**src/hdl/cpcs_map.svh**
```systemverilog
// constants for the charger pin control and status block
`ifndef CPCS_MAP_SVH
`define CPCS_MAP_SVH
// ---------------------------------------------------------------
// clock and timing
// ---------------------------------------------------------------
`define CPCS_CLK_HZ          50000000
`define CPCS_INT_PULSE_US    256
`define CPCS_INT_PULSE_CYC   ((`CPCS_CLK_HZ / 1000000) * `CPCS_INT_PULSE_US)
`define CPCS_BLINK_HZ        1
`define CPCS_BLINK_HALF_CYC  (`CPCS_CLK_HZ / (2 * `CPCS_BLINK_HZ))
`define CPCS_ON_DEGLITCH     5000
`define CPCS_RST_DEGLITCH    20000
`define CPCS_SWITCH_RST      40000
// ---------------------------------------------------------------
// field values and limits
// ---------------------------------------------------------------
`define CPCS_CHG_CFG_ON      2'h1
`define CPCS_GOOD_MIN_MA     12'h01e
`define CPCS_USB_HI_MA       12'h1f4
`define CPCS_USB_LO_MA       12'h064
`define CPCS_CNT_W           26
`endif

```
**src/hdl/cpcs_pkg.sv**
```systemverilog
// types for the charger pin control and status block
package cpcs_pkg;
	// analog comparator results that qualify the input source
	typedef struct packed {
		logic above_lockout;
		logic below_ovp;
		logic above_sleep;
	} cpcs_src_t;
	// register bits that arrive from the register bank
	typedef struct packed {
		logic [2:0] input_limit_field;
		logic [1:0] charge_config_field;
	} cpcs_cfg_t;
	typedef enum logic [1:0] {CPCS_SW_ON, CPCS_SW_SHIP, CPCS_SW_RESET} cpcs_sw_state_t;
endpackage : cpcs_pkg

```
**src/hdl/cpcs_button.sv**
```systemverilog
// button deglitch and battery switch control
`include "cpcs_map.svh"
module cpcs_button #(
	parameter int ON_DEGLITCH  = `CPCS_ON_DEGLITCH,
	parameter int RST_DEGLITCH = `CPCS_RST_DEGLITCH,
	parameter int SWITCH_RST   = `CPCS_SWITCH_RST
) (
	input  wire logic sys_clk_in,
	input  wire logic reset_n_in,
	input  wire logic ship_exit_button_in,
	input  wire logic source_present_in,
	input  wire logic ship_request_in,
	output logic      battery_switch_on_out
);
	import cpcs_pkg::*;
	cpcs_sw_state_t          state_q;
	logic [`CPCS_CNT_W-1:0]  low_cnt_q;
	logic [`CPCS_CNT_W-1:0]  off_cnt_q;
	wire                     on_hit  = low_cnt_q == (`CPCS_CNT_W)'(ON_DEGLITCH);
	wire                     rst_hit = low_cnt_q == (`CPCS_CNT_W)'(RST_DEGLITCH);
	wire                     off_end = off_cnt_q >= (`CPCS_CNT_W)'(SWITCH_RST - 1);
	// count how long the button has been held low since its fall
	always_ff @(posedge sys_clk_in or negedge reset_n_in) begin
		if (!reset_n_in) begin
			low_cnt_q <= '0;
		end else begin
			if (ship_exit_button_in)
				low_cnt_q <= '0;
			else if (low_cnt_q < (`CPCS_CNT_W)'(RST_DEGLITCH))
				low_cnt_q <= low_cnt_q + 1'b1; // saturates at RST_DEGLITCH, so on_hit fires once but rst_hit stays set for a long hold
		end
	end
	// switch state: ship exit on deglitched low, reset pulse without source
	always_ff @(posedge sys_clk_in or negedge reset_n_in) begin
		if (!reset_n_in) begin
			state_q   <= CPCS_SW_ON;
			off_cnt_q <= '0;
		end else begin
			unique case (state_q)
				CPCS_SW_ON: begin
					off_cnt_q <= '0;
					if (ship_request_in)
						state_q <= CPCS_SW_SHIP;
					else if (rst_hit && !source_present_in && !ship_exit_button_in)
						state_q <= CPCS_SW_RESET; // [RULE12]
				end
				CPCS_SW_SHIP: begin
					if (on_hit && !ship_exit_button_in)
						state_q <= CPCS_SW_ON; // [RULE11]
				end
				CPCS_SW_RESET: begin
					off_cnt_q <= off_cnt_q + 1'b1;
					if (off_end)
						state_q <= CPCS_SW_ON; // [RULE12] [RULE14]
				end
			endcase
		end
	end
	assign battery_switch_on_out = (state_q == CPCS_SW_ON);
	a_reset_off_len: assert property (@(posedge sys_clk_in) disable iff (!reset_n_in)
		$rose(state_q == CPCS_SW_RESET) |-> (state_q == CPCS_SW_RESET) [*8]) // [RULE12]
		else $error("switch reset too short");
	a_ship_exit: assert property (@(posedge sys_clk_in) disable iff (!reset_n_in)
		(state_q == CPCS_SW_SHIP && ship_exit_button_in) |=> state_q != CPCS_SW_ON) // [RULE11]
		else $error("ship exit without button low");
endmodule : cpcs_button

```
**src/hdl/cpcs_top.sv**
```systemverilog
// charger pin control and status top
// Notes on behaviour
// RULE1 - source select high means usb host port, low means wall adapter
// RULE2 - input good pulled low only with valid input window and limit above 30 mA
// RULE3 - status low while charging, released high when done or disabled
// RULE4 - any fault makes the status output blink at 1 Hz
// RULE5 - status change or fault gives one 256 us low interrupt pulse; code ignores one that comes while a pulse runs
// RULE6 - buck with usb host: boost select high gives 500 mA, low 100 mA
// RULE7 - boost only with boost config bit set and boost select high
// RULE8 - charging only with config field 01 and charge enable pin low
// RULE9 - effective limit is lower of resistor cap and register field limit
// RULE10 - thermistor out of window suspends charging or disables boost
// RULE11 - button low past turn-on deglitch turns switch on, leaving ship mode
// RULE12 - no source, button low past reset deglitch pulses switch off
// RULE13 - interrupt pulse starts at once on a fault, no host read needed; code starts none for a fault during a pulse
// RULE14 - deglitch and switch reset times are cycle count parameters
// RULE15 - register bits arrive as plain synchronous inputs
`include "cpcs_map.svh"
module cpcs_top #(
	parameter int ON_DEGLITCH  = `CPCS_ON_DEGLITCH,
	parameter int RST_DEGLITCH = `CPCS_RST_DEGLITCH,
	parameter int SWITCH_RST   = `CPCS_SWITCH_RST,
	parameter int BLINK_HALF   = `CPCS_BLINK_HALF_CYC
) (
	input  wire logic                sys_clk_in,
	input  wire logic                reset_n_in,
	input  wire logic                source_select_in,
	input  wire logic                boost_select_in,
	input  wire logic                charge_enable_n_in,
	input  wire logic                thermistor_window_ok_in,
	input  wire logic                ship_exit_button_in,
	input  wire logic                ship_request_in,
	input  wire cpcs_pkg::cpcs_src_t source_in,
	input  wire cpcs_pkg::cpcs_cfg_t cfg_in,
	input  wire logic                boost_config_bit_in,
	input  wire logic [11:0]         resistor_current_cap_in,
	input  wire logic                charging_active_in,
	input  wire logic                fault_in,
	output logic                     input_good_n_out,
	output logic                     input_good_n_oe_out,
	output logic                     charge_status_out,
	output logic                     charge_status_oe_out,
	output logic                     interrupt_n_out,
	output logic                     interrupt_n_oe_out,
	output logic [11:0]              input_current_limit_out,
	output logic                     usb_source_out,
	output logic                     boost_mode_out,
	output logic                     charge_enable_out,
	output logic                     battery_switch_on_out
);
	import cpcs_pkg::*;
	// ---------------------------------------------------------------
	// registered copies of pins and register bits
	// ---------------------------------------------------------------
	cpcs_cfg_t              cfg_q;
	cpcs_src_t              src_q;
	logic                   boost_cfg_q;
	logic                   psel_q;
	logic                   otg_q;
	logic                   ce_n_q;
	logic                   therm_ok_q;
	logic                   fault_q;
	logic                   chg_act_q;
	logic [11:0]            cap_q;
	logic [11:0]            limit_q;
	logic                   good_q;
	logic                   boost_q;
	logic                   chg_q;
	logic                   stat_low_q;
	logic                   blink_q;
	logic [`CPCS_CNT_W-1:0] blink_cnt_q;
	logic [15:0]            int_cnt_q;
	logic                   int_low_q;
	logic                   sw_on_q;
	logic                   prev_evt_q;
	logic [2:0]             prev_sum_q;
	logic                   sw_on;
	// ---------------------------------------------------------------
	// decoding
	// ---------------------------------------------------------------
	// register limit table and usb default limit
	logic [11:0] field_ma;
	always_comb begin
		unique case (cfg_q.input_limit_field)
			3'h0: field_ma = 12'h064;
			3'h1: field_ma = 12'h096;
			3'h2: field_ma = 12'h1f4;
			3'h3: field_ma = 12'h384;
			3'h4: field_ma = 12'h3e8;
			3'h5: field_ma = 12'h5dc;
			3'h6: field_ma = 12'h7d0;
			3'h7: field_ma = 12'hbb8;
		endcase
	end
	wire        boost_d = boost_cfg_q && otg_q && therm_ok_q; // [RULE7] [RULE10]
	wire        chg_d   = (cfg_q.charge_config_field == `CPCS_CHG_CFG_ON) && !ce_n_q
		&& therm_ok_q; // [RULE8] [RULE10]
	wire [11:0] usb_ma  = otg_q ? `CPCS_USB_HI_MA : `CPCS_USB_LO_MA; // [RULE6]
	wire [11:0] reg_ma  = (psel_q && !boost_q && usb_ma < field_ma) ? usb_ma : field_ma;
	wire [11:0] limit_d = (cap_q < reg_ma) ? cap_q : reg_ma; // [RULE9]
	wire        good_d  = src_q.above_lockout && src_q.below_ovp && src_q.above_sleep
		&& (limit_q > `CPCS_GOOD_MIN_MA); // [RULE2]
	wire        blink_w = blink_cnt_q >= (`CPCS_CNT_W)'(BLINK_HALF - 1);
	wire [2:0]  sum_d   = {good_q, chg_q && chg_act_q, boost_q};
	wire        evt     = (sum_d != prev_sum_q) || (fault_q && !prev_evt_q); // [RULE13]
	// ---------------------------------------------------------------
	// input sampling
	// ---------------------------------------------------------------
	always_ff @(posedge sys_clk_in or negedge reset_n_in) begin
		if (!reset_n_in) begin
			cfg_q       <= '0;
			src_q       <= '0;
			boost_cfg_q <= 1'b0;
			psel_q      <= 1'b0;
			otg_q       <= 1'b0;
			ce_n_q      <= 1'b1;
			therm_ok_q  <= 1'b0;
			fault_q     <= 1'b0;
			chg_act_q   <= 1'b0;
			cap_q       <= '0;
		end else begin
			cfg_q       <= cfg_in; // [RULE15]
			src_q       <= source_in;
			boost_cfg_q <= boost_config_bit_in; // [RULE15]
			psel_q      <= source_select_in; // [RULE1]
			otg_q       <= boost_select_in;
			ce_n_q      <= charge_enable_n_in;
			therm_ok_q  <= thermistor_window_ok_in;
			fault_q     <= fault_in;
			chg_act_q   <= charging_active_in;
			cap_q       <= resistor_current_cap_in;
		end
	end
	// ---------------------------------------------------------------
	// mode, limit and status
	// ---------------------------------------------------------------
	always_ff @(posedge sys_clk_in or negedge reset_n_in) begin
		if (!reset_n_in) begin
			limit_q    <= '0;
			good_q     <= 1'b0;
			boost_q    <= 1'b0;
			chg_q      <= 1'b0;
			stat_low_q <= 1'b0;
			sw_on_q    <= 1'b1;
		end else begin
			limit_q    <= limit_d;
			good_q     <= good_d;
			boost_q    <= boost_d;
			chg_q      <= chg_d && !boost_d;
			stat_low_q <= fault_q ? blink_q : (chg_q && chg_act_q); // [RULE3] [RULE4]
			sw_on_q    <= sw_on;
		end
	end
	// blink timer, free running while a fault stands
	always_ff @(posedge sys_clk_in or negedge reset_n_in) begin
		if (!reset_n_in) begin
			blink_cnt_q <= '0;
			blink_q     <= 1'b0;
		end else if (!fault_q) begin
			blink_cnt_q <= '0;
			blink_q     <= 1'b0;
		end else if (blink_w) begin
			blink_cnt_q <= '0;
			blink_q     <= !blink_q; // [RULE4]
		end else begin
			blink_cnt_q <= blink_cnt_q + 1'b1;
		end
	end
	// interrupt pulse, started by a new event while idle; events during a pulse are ignored
	always_ff @(posedge sys_clk_in or negedge reset_n_in) begin
		if (!reset_n_in) begin
			int_cnt_q  <= '0;
			int_low_q  <= 1'b0;
			prev_evt_q <= 1'b0;
			prev_sum_q <= '0;
		end else begin
			prev_evt_q <= fault_q;
			prev_sum_q <= sum_d;
			if (evt && !int_low_q) begin
				int_low_q <= 1'b1; // [RULE5] [RULE13]
				int_cnt_q <= 16'(`CPCS_INT_PULSE_CYC - 1);
			end else if (int_low_q) begin
				if (int_cnt_q == 16'h0000)
					int_low_q <= 1'b0; // [RULE5]
				else
					int_cnt_q <= int_cnt_q - 1'b1;
			end
		end
	end
	// battery switch and ship button handling
	cpcs_button #(
		.ON_DEGLITCH  (ON_DEGLITCH),
		.RST_DEGLITCH (RST_DEGLITCH),
		.SWITCH_RST   (SWITCH_RST)
	) u_button (
		.sys_clk_in            (sys_clk_in),
		.reset_n_in            (reset_n_in),
		.ship_exit_button_in   (ship_exit_button_in),
		.source_present_in     (src_q.above_lockout),
		.ship_request_in       (ship_request_in),
		.battery_switch_on_out (sw_on)
	);
	// ---------------------------------------------------------------
	// outputs, open drain pins drive low when enabled
	// ---------------------------------------------------------------
	assign input_good_n_out        = 1'b0;
	assign input_good_n_oe_out     = good_q;
	assign charge_status_out       = 1'b0;
	assign charge_status_oe_out    = stat_low_q;
	assign interrupt_n_out         = 1'b0;
	assign interrupt_n_oe_out      = int_low_q;
	assign input_current_limit_out = limit_q;
	assign usb_source_out          = psel_q;
	assign boost_mode_out          = boost_q;
	assign charge_enable_out       = chg_q;
	assign battery_switch_on_out   = sw_on_q;
	// ---------------------------------------------------------------
	// checks
	// ---------------------------------------------------------------
	a_int_pulse_len: assert property (@(posedge sys_clk_in) disable iff (!reset_n_in)
		$rose(int_low_q) |-> int_low_q [*8] ##1 (int_cnt_q == 16'(`CPCS_INT_PULSE_CYC - 9))) // [RULE5]
		else $error("interrupt pulse length wrong");
	a_fault_int_fast: assert property (@(posedge sys_clk_in) disable iff (!reset_n_in)
		$rose(fault_q) |-> ##[0:1] int_low_q) // [RULE13]
		else $error("fault interrupt late");
	a_boost_gate: assert property (@(posedge sys_clk_in) disable iff (!reset_n_in)
		boost_q |-> $past(boost_cfg_q) && $past(otg_q) && $past(therm_ok_q)) // [RULE7]
		else $error("boost without enables");
	a_charge_gate: assert property (@(posedge sys_clk_in) disable iff (!reset_n_in)
		chg_q |-> $past(cfg_q.charge_config_field) == 2'h1 && !$past(ce_n_q)) // [RULE8]
		else $error("charge without enables");
	a_therm_suspend: assert property (@(posedge sys_clk_in) disable iff (!reset_n_in)
		!therm_ok_q |=> !chg_q && !boost_q) // [RULE10]
		else $error("thermistor fault ignored");
	a_limit_min: assert property (@(posedge sys_clk_in) disable iff (!reset_n_in)
		##1 limit_q <= $past(cap_q)) // [RULE9]
		else $error("limit above resistor cap");
	a_good_window: assert property (@(posedge sys_clk_in) disable iff (!reset_n_in)
		good_q |-> $past(src_q.above_lockout) && $past(src_q.below_ovp)
		&& $past(src_q.above_sleep) && $past(limit_q) > 12'h01e) // [RULE2]
		else $error("input good without window");
	a_stat_charge: assert property (@(posedge sys_clk_in) disable iff (!reset_n_in)
		!fault_q && !$past(fault_q) && chg_q && chg_act_q |=> stat_low_q) // [RULE3]
		else $error("status not low while charging");
	a_usb_limit: assert property (@(posedge sys_clk_in) disable iff (!reset_n_in)
		psel_q && !boost_q && !otg_q && cap_q >= 12'h064 && $stable(psel_q) && $stable(otg_q)
		&& $stable(cap_q) && $stable(cfg_q) && $stable(boost_q) |=> limit_q == 12'h064) // [RULE6]
		else $error("usb low limit wrong");
	c_fault_blink: cover property (@(posedge sys_clk_in) fault_q && $rose(blink_q));
	c_int_pulse: cover property (@(posedge sys_clk_in) $fell(int_low_q));
	c_boost_on: cover property (@(posedge sys_clk_in) $rose(boost_q));
	c_switch_reset: cover property (@(posedge sys_clk_in) $fell(sw_on_q));
endmodule : cpcs_top

```
**config.mk**
```make
export PLATFORM = sky130hd
export DESIGN_NAME = cpcs_top
export DESIGN_NICKNAME = d
export VERILOG_FILES = /design/src/hdl/cpcs_pkg.sv /design/src/hdl/cpcs_button.sv /design/src/hdl/cpcs_top.sv
export VERILOG_INCLUDE_DIRS = /design/src /design/src/hdl
export SDC_FILE = /design/constraint.sdc
export NUM_CORES = 1
export LEC_CHECK = 0
export BUFFER_PORTS_ARGS = -buffer_cell sky130_fd_sc_hd__buf_2
export CAP_MARGIN = 20
export CORE_MARGIN = 3
export CORE_UTILIZATION = 33
export CTS_BUF_LIST = sky130_fd_sc_hd__clkbuf_8 sky130_fd_sc_hd__clkbuf_16
export CTS_CLUSTER_DIAMETER = 40
export DETAILED_ROUTE_END_ITERATION = 10
export PLACE_DENSITY = 0.52
export SYNTH_ARGS = -nofsm -noshare
export SYNTH_HDL_FRONTEND = slang
export SYNTH_SLANG_ARGS = --single-unit
```
**constraint.sdc**
```tcl
create_clock -name sys_clk_in -period 5.4 [get_ports sys_clk_in]
set_input_delay 0 -clock sys_clk_in [delete_from_list [all_inputs] [get_ports sys_clk_in]]
set_output_delay 0 -clock sys_clk_in [all_outputs]
set_load 0.005 [all_outputs]
```
After elaboration in Yosys (flattened, before gate mapping)
Memories as Yosys holds them, arrays and structs flattened.
Index checks and enable logic that the tools add are counted.

cells by class
  $add $sub $neg = 4
  magnitude comparators = 6
  equal/unequal tests = 11
  multiplexer cells = 22
  reductions and logical operators = 32

operators with widths
  operator               count
  $mux 26                4
  $add 26x1->26 const B  3
  $pmux 26 s2            1
  $mux 16                3
  $eq 26x13->1 const B   1
  $eq 26x15->1 const B   1
  $ge 26x16->1 const B   1
  $ge 26x25->1 const B   1
  $lt 26x15->1 const B   1
  $mux 12                2
  $logic_and 1x1->1      16
  $logic_not 16->1       1
  $sub 16x1->16 const B  1
  $gt 12x5->1 const B    1
  $lt 12x12->1           1
  $lt 9x12->1            1
  $mux 9                 1
  $logic_not 1->1        8
  $mux 2                 4
  $mux 1                 6
  $ne 2x1->1 const B     3
  $pmux 2 s3             1
  $reduce_bool 2->1      3
  $eq 2x1->1 const B     2
  8 further kinds        8

word-level totals
  bits in registers = 146
  memory bits (read-only) = 88
  output and inout port bits = 22
  logic and storage cells = 104
  memories kept = 1

memory list
  memory           words  width  rd ports  clocked after memory_dff  write ports  RTL line        text
  (no name shown)  8      11     1         0                         0            cpcs_top.sv:84  unique case (cfg_q.input_limit_field)

Logic depth before layout (Yosys ltp)
Gate-level depths: netlist of run 1.

  depth after elaboration = 6
  gate-level depth with buffers = 19
  mapped depth without buffers = 17

Modules after synthesis
Synthesis of run 1 repeated with hierarchy kept, for this count alone.

second synthesis, totals
  cell total of the unflattened synthesis = 677
  area total of the unflattened synthesis = 7,145.6 sq um

by module, submodules not included
  module       instances  cells each  area each (sq um)  sequential area each (sq um)
  cpcs_top     1          395         4,404.2            2,304.7
  cpcs_button  1          282         2,741.4            1,351.3

Worst setup path after synthesis of run 1
Ideal clock, no wire load.

  path kind = flip-flop to flip-flop
  start point = reg cfg_q[2] (netlist bit)
  end point = reg limit_q[10] (netlist: input_current_limit_out[10])
  library setup time = 0.079 ns
  arrival = 4.013 ns
  path slack = 1.308 ns
  stages on the path, launching flop included = 20
  path buffers = 2
  period minus slack after synthesis = 4.092 ns
  cell sequence = dfrtp_1 > inv_1 > ha_1 > nor2_1 > a21oi_1 > inv_1 > ha_1 > a311o_1 > or3_1 > a41o_1 > buf_2 > mux2_4 > ha_1 > a21oi_1 > o21a_1 > o21a_1 > nand2_1 > o21ai_1 > buf_4 > mux2i_1

between the ends
  longest elaborated chain between the ends = 6

ends and longest elaborated chain
  what                      RTL line         text
  start: declaration        cpcs_top.sv:55   cpcs_cfg_t cfg_q;
  start signal: assignment  cpcs_top.sv:122  cfg_q <= cfg_in;
  $mem_v2 8x11 (*)          -
  $lt 9x12->1               cpcs_top.sv:99   wire [11:0] reg_ma = (psel_q && !boost_q && usb_ma < field_ma) ? usb_ma : field_ma;
  $logic_and 1x1->1         cpcs_top.sv:99
  $mux 12 (*)               cpcs_top.sv:99
  $lt 12x12->1              cpcs_top.sv:100  wire [11:0] limit_d = (cap_q < reg_ma) ? cap_q : reg_ma;
  $mux 12 (*)               cpcs_top.sv:100
  via limit_d[10]           cpcs_top.sv:100
  end signal: assignment    cpcs_top.sv:146  limit_q <= limit_d;
  end: declaration          cpcs_top.sv:65   logic [11:0] limit_q;

Mark *: on every way through the listed nets, which the timed path passes. The rest lies on a longest branch.
A chain may end at the register's enable or synchronous reset.

Worst setup path after layout of run 1
  start point = reg cfg_q[3] (netlist bit)
  end point = reg limit_q[6] (netlist: input_current_limit_out[6])

Same word-level chain as after synthesis.

==> results.yml, run 1 <==
pwr:
  power_switching_share_pct: 27.3
  ir_drop_mv: 0.197
  power_frac_clock_pct: 41.9
  total_power_w: 0.00284
  p_seq_share_pct: 43.4
  p_per_area_mw_per_mm2: 342
  combPwrFrac_pct: 14.7
  intPower_w: 0.00207
  leakagePower_nw: 3.71
  power_switching_w: 0.000775
die:
  die_w_um: 150
  io_pins: 53
  start_util_pct: 33.7
  die_y_um: 150
  core_sq_mm: 0.0204
  std_cell_rows: 52
  die-area_sq_mm: 0.0226
critical_path:
  worstSetupPathType: "flop to flop"
  worstPathCellList: "inv_1 > ha_1 > nor2_1 > a21oi_1 > inv_1 > ha_1 > a311o_1 > or3_1 > a41o_1 > mux2_4 > ha_1 > a21oi_1 > o21a_1 > o21a_1 > nand2_1 > o21ai_1 > buf_4 > mux2i_1"
  path_buf_inv: 3
  cp_slowest_stage_delay_ps: 470
  critPathSlowestCell: "dfrtp_1"
  worstPathRequired_ps: 5730
  crit_fanout: 8
  endpoint_kind: "flop"
  reg2reg_depth: 18
  timing.critical_path.mode_cell: "ha_1"
  path_depth: 18
  critical_path.top_delay_family: "compound AO/OA/AOI/OAI gates"
  arrival_ps: 4690
  start_kind: "flop"
routing:
  vias: 5048
  viasPerCell: 4.92
  wl_um: 14700
  post-route-drc-count: 0
  routedWlPerCell_um: 14.3
  antenna_left: 0
  drtIter0Drc: 334
  first_pass_iters: 6
cts:
  clk_path_buf_depth: 2
  cts.sinks: 146
  clockRootBuffer: "clkbuf_16"
  cts_setup_buffers: 0
  h-tree-depth: 4
  cts_buffers: 17
  cts_tree: "done"
  cts_resized: 0
  clk_latency_ps: 410
  path_clk_slew_ps: 60
timing:
  fin_ws_ps: 1050
  clock.fmax_ghz: 0.230
  fin_crit_sh_pct: 80.6
  tightest_slew_ps: 841
  setup_viol: 0
  tns_ps: 0
  clock_skew_ps: 8.69
  hold_viol: 0
  fin_crit_ps: 4350
  relSlewSlack_pct: 43.9
  rsz0062_at_grt: "no"
  finalMaxSlewViolations: 0
synth:
  yosys_warnings: 0
  synth-seq-cells: 146
  synthesis.area_sq_mm: 0.00687
  synth-edff-count: 0
  synthFlopType: "dfrtp_1"
  synth_seq_area_share_pct: 53.2
  synth_area_leader_cell: "dfrtp_1"
  synthTopCellsByArea: "dfrtp_1 52%, ha_1 4.9%, nor2_1 3.9%"
  syn-instance-count: 656
  syn_avg_cell_area_sq_um: 10.5
  async_reset_ff_share_pct: 100
  yosys.cell_types.count: 61
  yosysTopAreaCellShare_pct: 52.5
global_route:
  grt_antenna_before_repair: 0
  grt_pass1_vias: 5088
  grt_pass1_wl_um: 24900
  grt_overflow: 0
  grt_max_degree: 92
  groute.usage.overall_pct: 13.8
final_layout:
  drive_above_1_share_pct: 12.2
  nets: 801
  regArea_sq_mm: 0.00366
  diodes: 0
  area_growth_pct: 20.8
  fillers: 1957
  multi_input_area_sq_mm: 0.00301
  finalNonFillerCells: 1026
  final_util_pct: 40.7
placement:
  place_ws_ps: 1090
  routabilityCongestion: 0.824
  placed_cells: 965
  numPortBuffers: 49
  detailed_place_hpwl_um: 10000
min_path:
  hold_depth: 2
  hp-class: "input port to flop"
run:
  cap_violations: 0
run_status:
  outcome: "finished clean"
## Yosys cell counts, drive strengths merged (3+ instances only)
cell type  number
a21oi          17
a31oi           4
a41o            3
and2            8
and3           10
and4            5
buf             9
clkbuf          8
dfrtp         144
ha             27
inv            32
mux2            3
mux2i          19
nand2          46
nand2b         11
nand3          43
nand4          22
nor2           71
nor2b          12
nor3            9
nor3b           3
nor4           12
o211ai          6
o21a            5
o21ai          32
o31ai           8
or3             3
or4             5
xnor2          19
xor2           27
## power by group through the flow
stage / clock [W] / combinational (W) / sequential, W
floorplan: 0 / 0.000275 / 0.00124
global placement: 0 / 0.000392 / 0.00125
detailed placement: 0 / 0.000407 / 0.00125
CTS: 0.00122 / 0.000425 / 0.00123
global route: 0.00127 / 0.000471 / 0.00125
finish: 0.00119 / 0.000418 / 0.00123
## through the flow
step / hold WS (ps) / instance area [sq um]
floorplan: -296 / 6880
global placement: 108 / 7410
detailed placement: 109 / 7410
CTS: 20.2 / 8300
global route: 49.7 / 8300
finish: 45.7 / 8300
## routing by layer
layer	share of wire, %	global-route usage, %
met1	48	18.6
met2	47	21.8
met3	3.9	3.67
met4	1.2	4.16
met5	0	0
## placed cells by master, fill, tap and decap left out, drive strengths merged, types with 4 or more instances in the layout
cell / n
and3: 10
o31ai: 8
mux2i: 19
nor3: 9
nor4: 12
buf: 53
nand3: 43
conb: 4
nor2: 71
o21ai: 32
nand2b: 11
xnor2: 19
nand2: 46
and4: 5
ha: 27
clkbuf: 17
nand4: 22
or4: 5
o211ai: 6
a21oi: 17
clkinvlp: 5
and2: 8
a31oi: 4
dlygate4sd3: 29
o21a: 5
inv: 36
nor2b: 12
dfrtp: 144
xor2: 27
## final cells by class
class                      instances  share of cell area [%]
tap                              270                    4.07
inverter                          32                    1.45
timing repair buffer              82                    6.89
clock inverter                    15                    2.05
sequential                       146                    44.1
clock buffer                      17                    5.13
multi-input combinational        464                    36.3
## registers in the layout, summed over array words and instances, names as in the netlist, 2 cells and up
register / count
prev_sum_q: 3
cfg_q: 5
u_button.state_q: 2
u_button.low_cnt_q: 26
input_current_limit_out: 12
blink_cnt_q: 26
cap_q: 12
int_cnt_q: 16
src_q: 3
u_button.off_cnt_q: 26
## worst paths after layout
| check | start | slack [ps] | endpoint |
|---|---|---|---|
| max reg2reg | cfg_q[3]$_DFF_PN0_ | 1050 | input_current_limit_out[6]$_DFF_PN0_ |
| max in group asynchronous | reset_n_in | 3960 | boost_mode_out$_DFF_PN0_ |
| max | cfg_q[3]$_DFF_PN0_ | 1050 | input_current_limit_out[6]$_DFF_PN0_ |
| min | ship_exit_button_in | 50 | u_button.low_cnt_q[16]$_DFFE_PN0P_ |
| min in group asynchronous | reset_n_in | 240 | blink_cnt_q[8]$_DFF_PN0_ |
| min reg2reg | boost_mode_out$_DFF_PN0_ | 470 | prev_sum_q[0]$_DFF_PN0_ |
## worst register-to-register path, cell delays in order, from the launching register on
cell and delay [ps]:
dfrtp_1 470, inv_1 130, ha_1 350, nor2_1 50
a21oi_1 210, inv_1 70, ha_1 270, a311o_1 270
or3_1 380, a41o_1 350, mux2_4 340, ha_1 310
a21oi_1 160, o21a_1 160, o21a_1 130, nand2_1 60
o21ai_1 140, buf_4 200, mux2i_1 210
## logic make-up after synthesis
kind of cell	Yosys count	share of synthesized area (%)
and+or+nand+nor	268	20.0
DFF	146	53.2
AOI/OAI and AO/OA	97	9.57
buffers and inverters	49	3.02
xor gates and xnor gates	46	5.87
adders and majority gates	27	4.92
muxes	22	3.37
other	1	0.0546
## what timing repair did
action                                  4_1_cts  5_1_grt
endpoints found under the setup margin        0        0
hold endpoints to repair                    118        0
hold buffers                                 29        0
(Power assumes the default switching activity.)
==> run 2: changes to the inputs <==
==> constraint.sdc (replaced) <==
create_clock -name sys_clk_in -period 4.1 [get_ports sys_clk_in]
set_input_delay 0 -clock sys_clk_in [delete_from_list [all_inputs] [get_ports sys_clk_in]]
set_output_delay 0 -clock sys_clk_in [all_outputs]
set_load 0.005 [all_outputs]
==> run 2 against run 1 <==
Effect of this change:
- register-to-register slack worse by 860 ps
- global-route usage is 0.27 points higher
- cell area is 1.9% higher
- maximum frequency is 11% higher
- clock skew is 1.4 ps lower
- core utilization is 0.76 points higher
- flip-flop and latch count stayed put
- largest cell class unchanged
- largest power group is now the clock network
==> results.yml, run 2 (synthesis gave the netlist of run 1 again) <==
critical_path:
  worstSetupPathType: "flop to flop"
  crit_fanout: 8
  critical_path.top_delay_family: "compound AO/OA/AOI/OAI gates"
  endpoint_kind: "flop"
  arrival_ps: 4250
  cp_slowest_stage_delay_ps: 400
  critPathLaunch: "cfg_q[3]$_DFF_PN0_"
  r2r-start: "cfg_q[3]$_DFF_PN0_"
  worstPathCellList: "inv_1 > ha_4 > nor2_1 > a21oi_2 > inv_1 > ha_1 > a311o_1 > or3_1 > a41o_4 > mux2_4 > ha_4 > a21oi_2 > o21a_1 > o21a_1 > nand2_1 > o21ai_2 > buf_6 > mux2i_2"
  critPathSlowestCell: "or3_1"
  start_kind: "flop"
  path_buf_inv: 3
  worstPathRequired_ps: 4440
timing:
  rsz0062_at_grt: "no"
  finalMaxSlewViolations: 0
  relSlewSlack_pct: 36.1
  clock.fmax_ghz: 0.256
  hold_viol: 0
  setup_viol: 0
  clock_skew_ps: 7.28
  fin_crit_sh_pct: 95.4
  tightest_slew_ps: 958
  fin_crit_ps: 3910
cts:
  cts_setup_buffers: 0
  clk_path_buf_depth: 2
  clk_latency_ps: 420
  clockRootBuffer: "clkbuf_16"
  h-tree-depth: 4
  cts.sinks: 146
  cts_tree: "done"
  cts_buffers: 17
  path_clk_slew_ps: 60
die:
  io_pins: 53
  start_util_pct: 33.7
  die_y_um: 150
  die_w_um: 150
  core_sq_mm: 0.0204
  die-area_sq_mm: 0.0226
  std_cell_rows: 52
final_layout:
  design_area_sq_mm: 0.00845
  top_regs: "blink_cnt_q x26, u_button.low_cnt_q x26, u_button.off_cnt_q x26"
  area_growth_pct: 23.1
  finalNonFillerCells: 1032
  drive_above_1_share_pct: 14.3
  diodes: 0
  layout_common_cells: "144 x dfrtp_1, 71 x nor2_1, 48 x buf_2"
  final_common_cell: "dfrtp_1"
  nets: 807
run:
  cap_violations: 0
routing:
  antenna_left: 0
  routedWlPerCell_um: 14.5
  post-route-drc-count: 0
  drtIter0Drc: 249
  vias: 5104
  wl_um: 14900
  first_pass_iters: 4
  viasPerCell: 4.95
pwr:
  power_switching_w: 0.00103
  power_switching_share_pct: 26.7
  p_per_area_mw_per_mm2: 457
  leakagePower_nw: 3.77
  combPwrFrac_pct: 15.0
  p_seq_share_pct: 42.1
  ir_drop_mv: 0.305
  power_frac_clock_pct: 43.0
  intPower_w: 0.00283
min_path:
  hp-class: "input port to flop"
  hold_path_startpoint: "ship_exit_button_in"
run_status:
  outcome: "finished clean"
placement:
  routabilityCongestion: 0.842
  numPortBuffers: 49
  placed_cells: 970
  placed_cell_area_sq_mm: 0.00745
  detailed_place_hpwl_um: 10300
global_route:
  grt_antenna_before_repair: 1
  grt_pass1_vias: 5252
  groute.usage.overall_pct: 14.1
  grt_pass1_wl_um: 25400
  grt_max_degree: 105
  grt_overflow: 0
run 2: changes by cell type in the layout (fill, tap and decap cells not counted), sizes merged:
cell      previous run  this run
clkbuf              17        19
inv                 36        34
clkinv               3         5
bufinv               3         4
clkinvlp             5         2
buf                 53        59
run 2: timing repair:
item,CTS,global route
hold buffers,29,0
setup endpoints to repair,12,12
pin swaps,0,2
resized for setup,5,8
cloned,1,0
hold endpoints to repair,130,0
run 2: stage by stage:
| stage | utilization, % | total power (W) | TNS [ps] | worst slack [ps] | hold WS, ps |
|---|---|---|---|---|---|
| after global placement | 36.6 | 0.00216 | 0 | 79.8 | 107 |
| after CTS | 41.3 | 0.00390 | 0 | 36.8 | 19.2 |
| after floorplan | - | 0.00199 | 0 | 7.61 | -296 |
| after global routing | 41.5 | 0.00405 | 0 | 32.7 | 56.7 |
| final | 41.5 | 0.00386 | 0 | 190 | 28.8 |
| after detailed placement | 36.6 | 0.00219 | -200 | -60.5 | 109 |
run 2: power by group through the flow:
| stage | clock network [W] | registers, W | logic, W |
|---|---|---|---|
| final | 0.00166 | 0.00162 | 0.000578 |
| after global routing | 0.00176 | 0.00164 | 0.000652 |
| after CTS | 0.00170 | 0.00162 | 0.000577 |
| after detailed placement | 0 | 0.00165 | 0.000546 |
| after global placement | 0 | 0.00165 | 0.000517 |
| after floorplan | 0 | 0.00163 | 0.000362 |
run 2: worst reg2reg max path, delay by kind of cell (launching register included):
kind / cells / cell delay [ps]
AND/OR/NAND/NOR: 3 / 520
flip-flops: 1 / 340
AO/OA/AOI/OAI: 7 / 1300
adder cells (fa/ha/maj): 3 / 790
multiplexers: 2 / 540
buffers and inverters: 3 / 320
run 2: path summary, 6_finish.rpt:
check	cells after the start	to	slack [ps]
worst min-delay path	2	u_button.low_cnt_q[1]$_DFFE_PN0P_	30
max in group asynchronous	3	src_q[0]$_DFF_PN0_	2690
worst max-delay path	18	input_current_limit_out[7]$_DFF_PN0_	190
worst min register to register	1	input_current_limit_out[0]$_DFF_PN0_	460
min in group asynchronous	2	blink_cnt_q[12]$_DFF_PN0_	250
worst max register to register	18	input_current_limit_out[7]$_DFF_PN0_	190
run 2: routing by layer:
| layer | vias up | wire length (um) | track usage (%) |
|---|---|---|---|
| met5 | - | 0 | 0 |
| met4 | 0 | 168 | 4.62 |
| met3 | 14 | 541 | 3.55 |
| met2 | 91 | 7030 | 22.6 |
| met1 | 2492 | 7180 | 18.6 |
| li1 | 2507 | - | - |
run 2: area by class of cell:
cell class              instances  area (sq um)
fillers                      1909         11900
flip-flops and latches        146          3660
multi-input cells             464          3080
repair buffers                 88           624
clock buffers                  19           453
well taps                     270           338
clock inverters                13           184
inverters                      32           120
==> run 3: changes to the inputs <==
==> constraint.sdc (replaced) <==
create_clock -name sys_clk_in -period 4.67 [get_ports sys_clk_in]
set_input_delay 0 -clock sys_clk_in [delete_from_list [all_inputs] [get_ports sys_clk_in]]
set_output_delay 0 -clock sys_clk_in [all_outputs]
set_load 0.005 [all_outputs]
==> run 3 against run 2 <==
Effect of this change:
- first-iteration DRC count up 32%
- worst setup slack better by 140 ps
- register-to-register slack better by 140 ps
- core utilization down 0.71 points
- critical endpoint is now input_current_limit_out[8]$_DFF_PN0_
- largest power group is now registers
==> results.yml, run 3 (synthesis gave the netlist of run 1 again) <==
run_status:
  outcome: "finished clean"
critical_path:
  r2r_slack_ps: 330
  timing.critical_path.mode_cell: "ha_1"
  arrival_ps: 4690
  r2r-start: "cfg_q[2]$_DFF_PN0_"
  worstPathRequired_ps: 5010
  critical_path.top_delay_family: "compound AO/OA/AOI/OAI gates"
  worstPathCellList: "inv_1 > ha_1 > nor2_1 > a21oi_1 > inv_1 > ha_1 > a311o_1 > or3_1 > a41o_2 > mux2_4 > ha_1 > a21oi_1 > o21a_1 > o21a_1 > nand2_1 > o21ai_1 > buf_6 > mux2i_1"
  endpoint_kind: "flop"
  cp_slowest_stage_delay_ps: 440
  crit_fanout: 12
  r2r_end: "input_current_limit_out[8]$_DFF_PN0_"
  worstSetupPathType: "flop to flop"
  critPathSlowestCell: "dfrtp_1"
  reg2reg_depth: 18
  path_buf_inv: 3
  start_kind: "flop"
placement:
  detailed_place_hpwl_um: 10200
  routabilityCongestion: 0.837
  numPortBuffers: 49
  placed_cell_area_sq_mm: 0.00740
routing:
  antenna_left: 0
  post-route-drc-count: 0
  routedWlPerCell_um: 14.6
  vias: 5162
  first_pass_iters: 5
  viasPerCell: 5.04
  drtIter0Drc: 329
  wl_um: 14900
cts:
  clk_latency_ps: 430
  h-tree-depth: 4
  clockRootBuffer: "clkbuf_16"
  cts.sinks: 146
  clk_path_buf_depth: 2
  cts_setup_buffers: 0
  path_clk_slew_ps: 60
  cts_tree: "done"
  cts_buffers: 17
die:
  die-area_sq_mm: 0.0226
  std_cell_rows: 52
  core_sq_mm: 0.0204
  start_util_pct: 33.7
  io_pins: 53
  die_w_um: 150
  die_y_um: 150
global_route:
  grt_pass1_wl_um: 25100
  grt_antenna_before_repair: 0
  grt_pass1_vias: 5215
  grt_overflow: 0
  groute.usage.overall_pct: 14.0
  grt_max_degree: 87
final_layout:
  fillers: 1950
  top_regs: "blink_cnt_q x26, u_button.low_cnt_q x26, u_button.off_cnt_q x26"
  final_common_cell: "dfrtp_1"
  drive_above_1_share_pct: 12.1
  nets: 800
  design_area_sq_mm: 0.00831
  area_growth_pct: 21.0
  diodes: 0
  final_util_pct: 40.8
  layout_common_cells: "144 x dfrtp_1, 71 x nor2_1, 48 x buf_2"
timing:
  hold_viol: 0
  clock.fmax_ghz: 0.230
  fin_crit_ps: 4340
  tns_ps: 0
  relSlewSlack_pct: 46.8
  tightest_slew_ps: 791
  setup_viol: 0
  rsz0062_at_grt: "no"
  fin_crit_sh_pct: 93.0
  hold_ws_ps: 23.3
  clock_skew_ps: 11.8
  finalMaxSlewViolations: 0
pwr:
  ir_drop_mv: 0.206
  p_per_area_mw_per_mm2: 401
  total_power_w: 0.00333
  leakagePower_nw: 3.73
min_path:
  hp-class: "input port to flop"
  hold_end: "u_button.low_cnt_q[5]$_DFFE_PN0P_"
  hold_depth: 2
  hold_path_startpoint: "ship_exit_button_in"
run:
  cap_violations: 0
run 3: changes by cell type in the layout (fill, tap and decap cells not counted), sizes merged:
cell	delta
buf	-7
clkbuf	-1
clkinv	-1
inv	+1
run 3: area by class of cell:
type | count | area (sq um) | area share (%)
flip-flops and latches | 146 | 3660 | 44.0
clock buffers | 18 | 439 | 5.29
well taps | 270 | 338 | 4.07
multi-input cells | 464 | 3020 | 36.3
inverters | 32 | 120 | 1.45
repair buffers | 81 | 568 | 6.84
clock inverters | 13 | 170 | 2.05
run 3: per-stage QoR:
step | cells | setup slack (ps)
4_1_cts | 1024 | 292
3_3_place_gp | 964 | 488
2_1_floorplan | 659 | 578
3_5_place_dp | 964 | 331
6_report | 1024 | 326
5_1_grt | 1024 | 9.50
run 3: where the power goes:
part	internal, W	leakage, nW	total, W	switching, W
clock	0.000896	0.305	0.00141	0.000519
combinational	0.000198	1.54	0.000483	0.000285
sequential	0.00135	1.88	0.00143	0.0000760
total	0.00245	3.73	0.00333	0.000880
run 3: repair_timing:
| action | in CTS | in global routing |
|---|---|---|
| setup endpoints to repair | 0 | 5 |
| hold endpoints to repair | 113 | 0 |
| hold buffers | 29 | 0 |
| resized for setup | 0 | 2 |
run 3: worst max path at each step:
stage | start | end | slack [ps] | cells after the start
after CTS | cfg_q[2]$_DFF_PN0_ | input_current_limit_out[7]$_DFF_PN0_ | 290 | 18
final | cfg_q[2]$_DFF_PN0_ | input_current_limit_out[8]$_DFF_PN0_ | 330 | 18
after global routing | cfg_q[2]$_DFF_PN0_ | input_current_limit_out[8]$_DFF_PN0_ | 10 | 18
after global placement | cfg_q[2]$_DFF_PN0_ | input_current_limit_out[0]$_DFF_PN0_ | 490 | 18
after detailed placement | cfg_q[2]$_DFF_PN0_ | input_current_limit_out[2]$_DFF_PN0_ | 330 | 18
after floorplan | cfg_q[2]$_DFF_PN0_ | input_current_limit_out[10]$_DFF_PN0_ | 580 | 19
run 3: layer usage:
layer	routed length [um]	up-vias	GRT usage, %	share of wire, %
met5	0	-	0	0
met4	195	0	4.89	1.3
met1	7080	2534	18.9	47
met2	7010	117	21.6	47
met3	633	20	3.88	4.2
li1	-	2491	-	-
run 3: worst reg2reg max path, delay by kind of cell (launching register included):
| family | cells | cell delay [ps] |
|---|---|---|
| AO/OA/AOI/OAI | 7 | 1410 |
| flip-flops | 1 | 440 |
| AND/OR/NAND/NOR | 3 | 480 |
| adder cells (fa/ha/maj) | 3 | 950 |
| multiplexers | 2 | 550 |
| buffers and inverters | 3 | 430 |
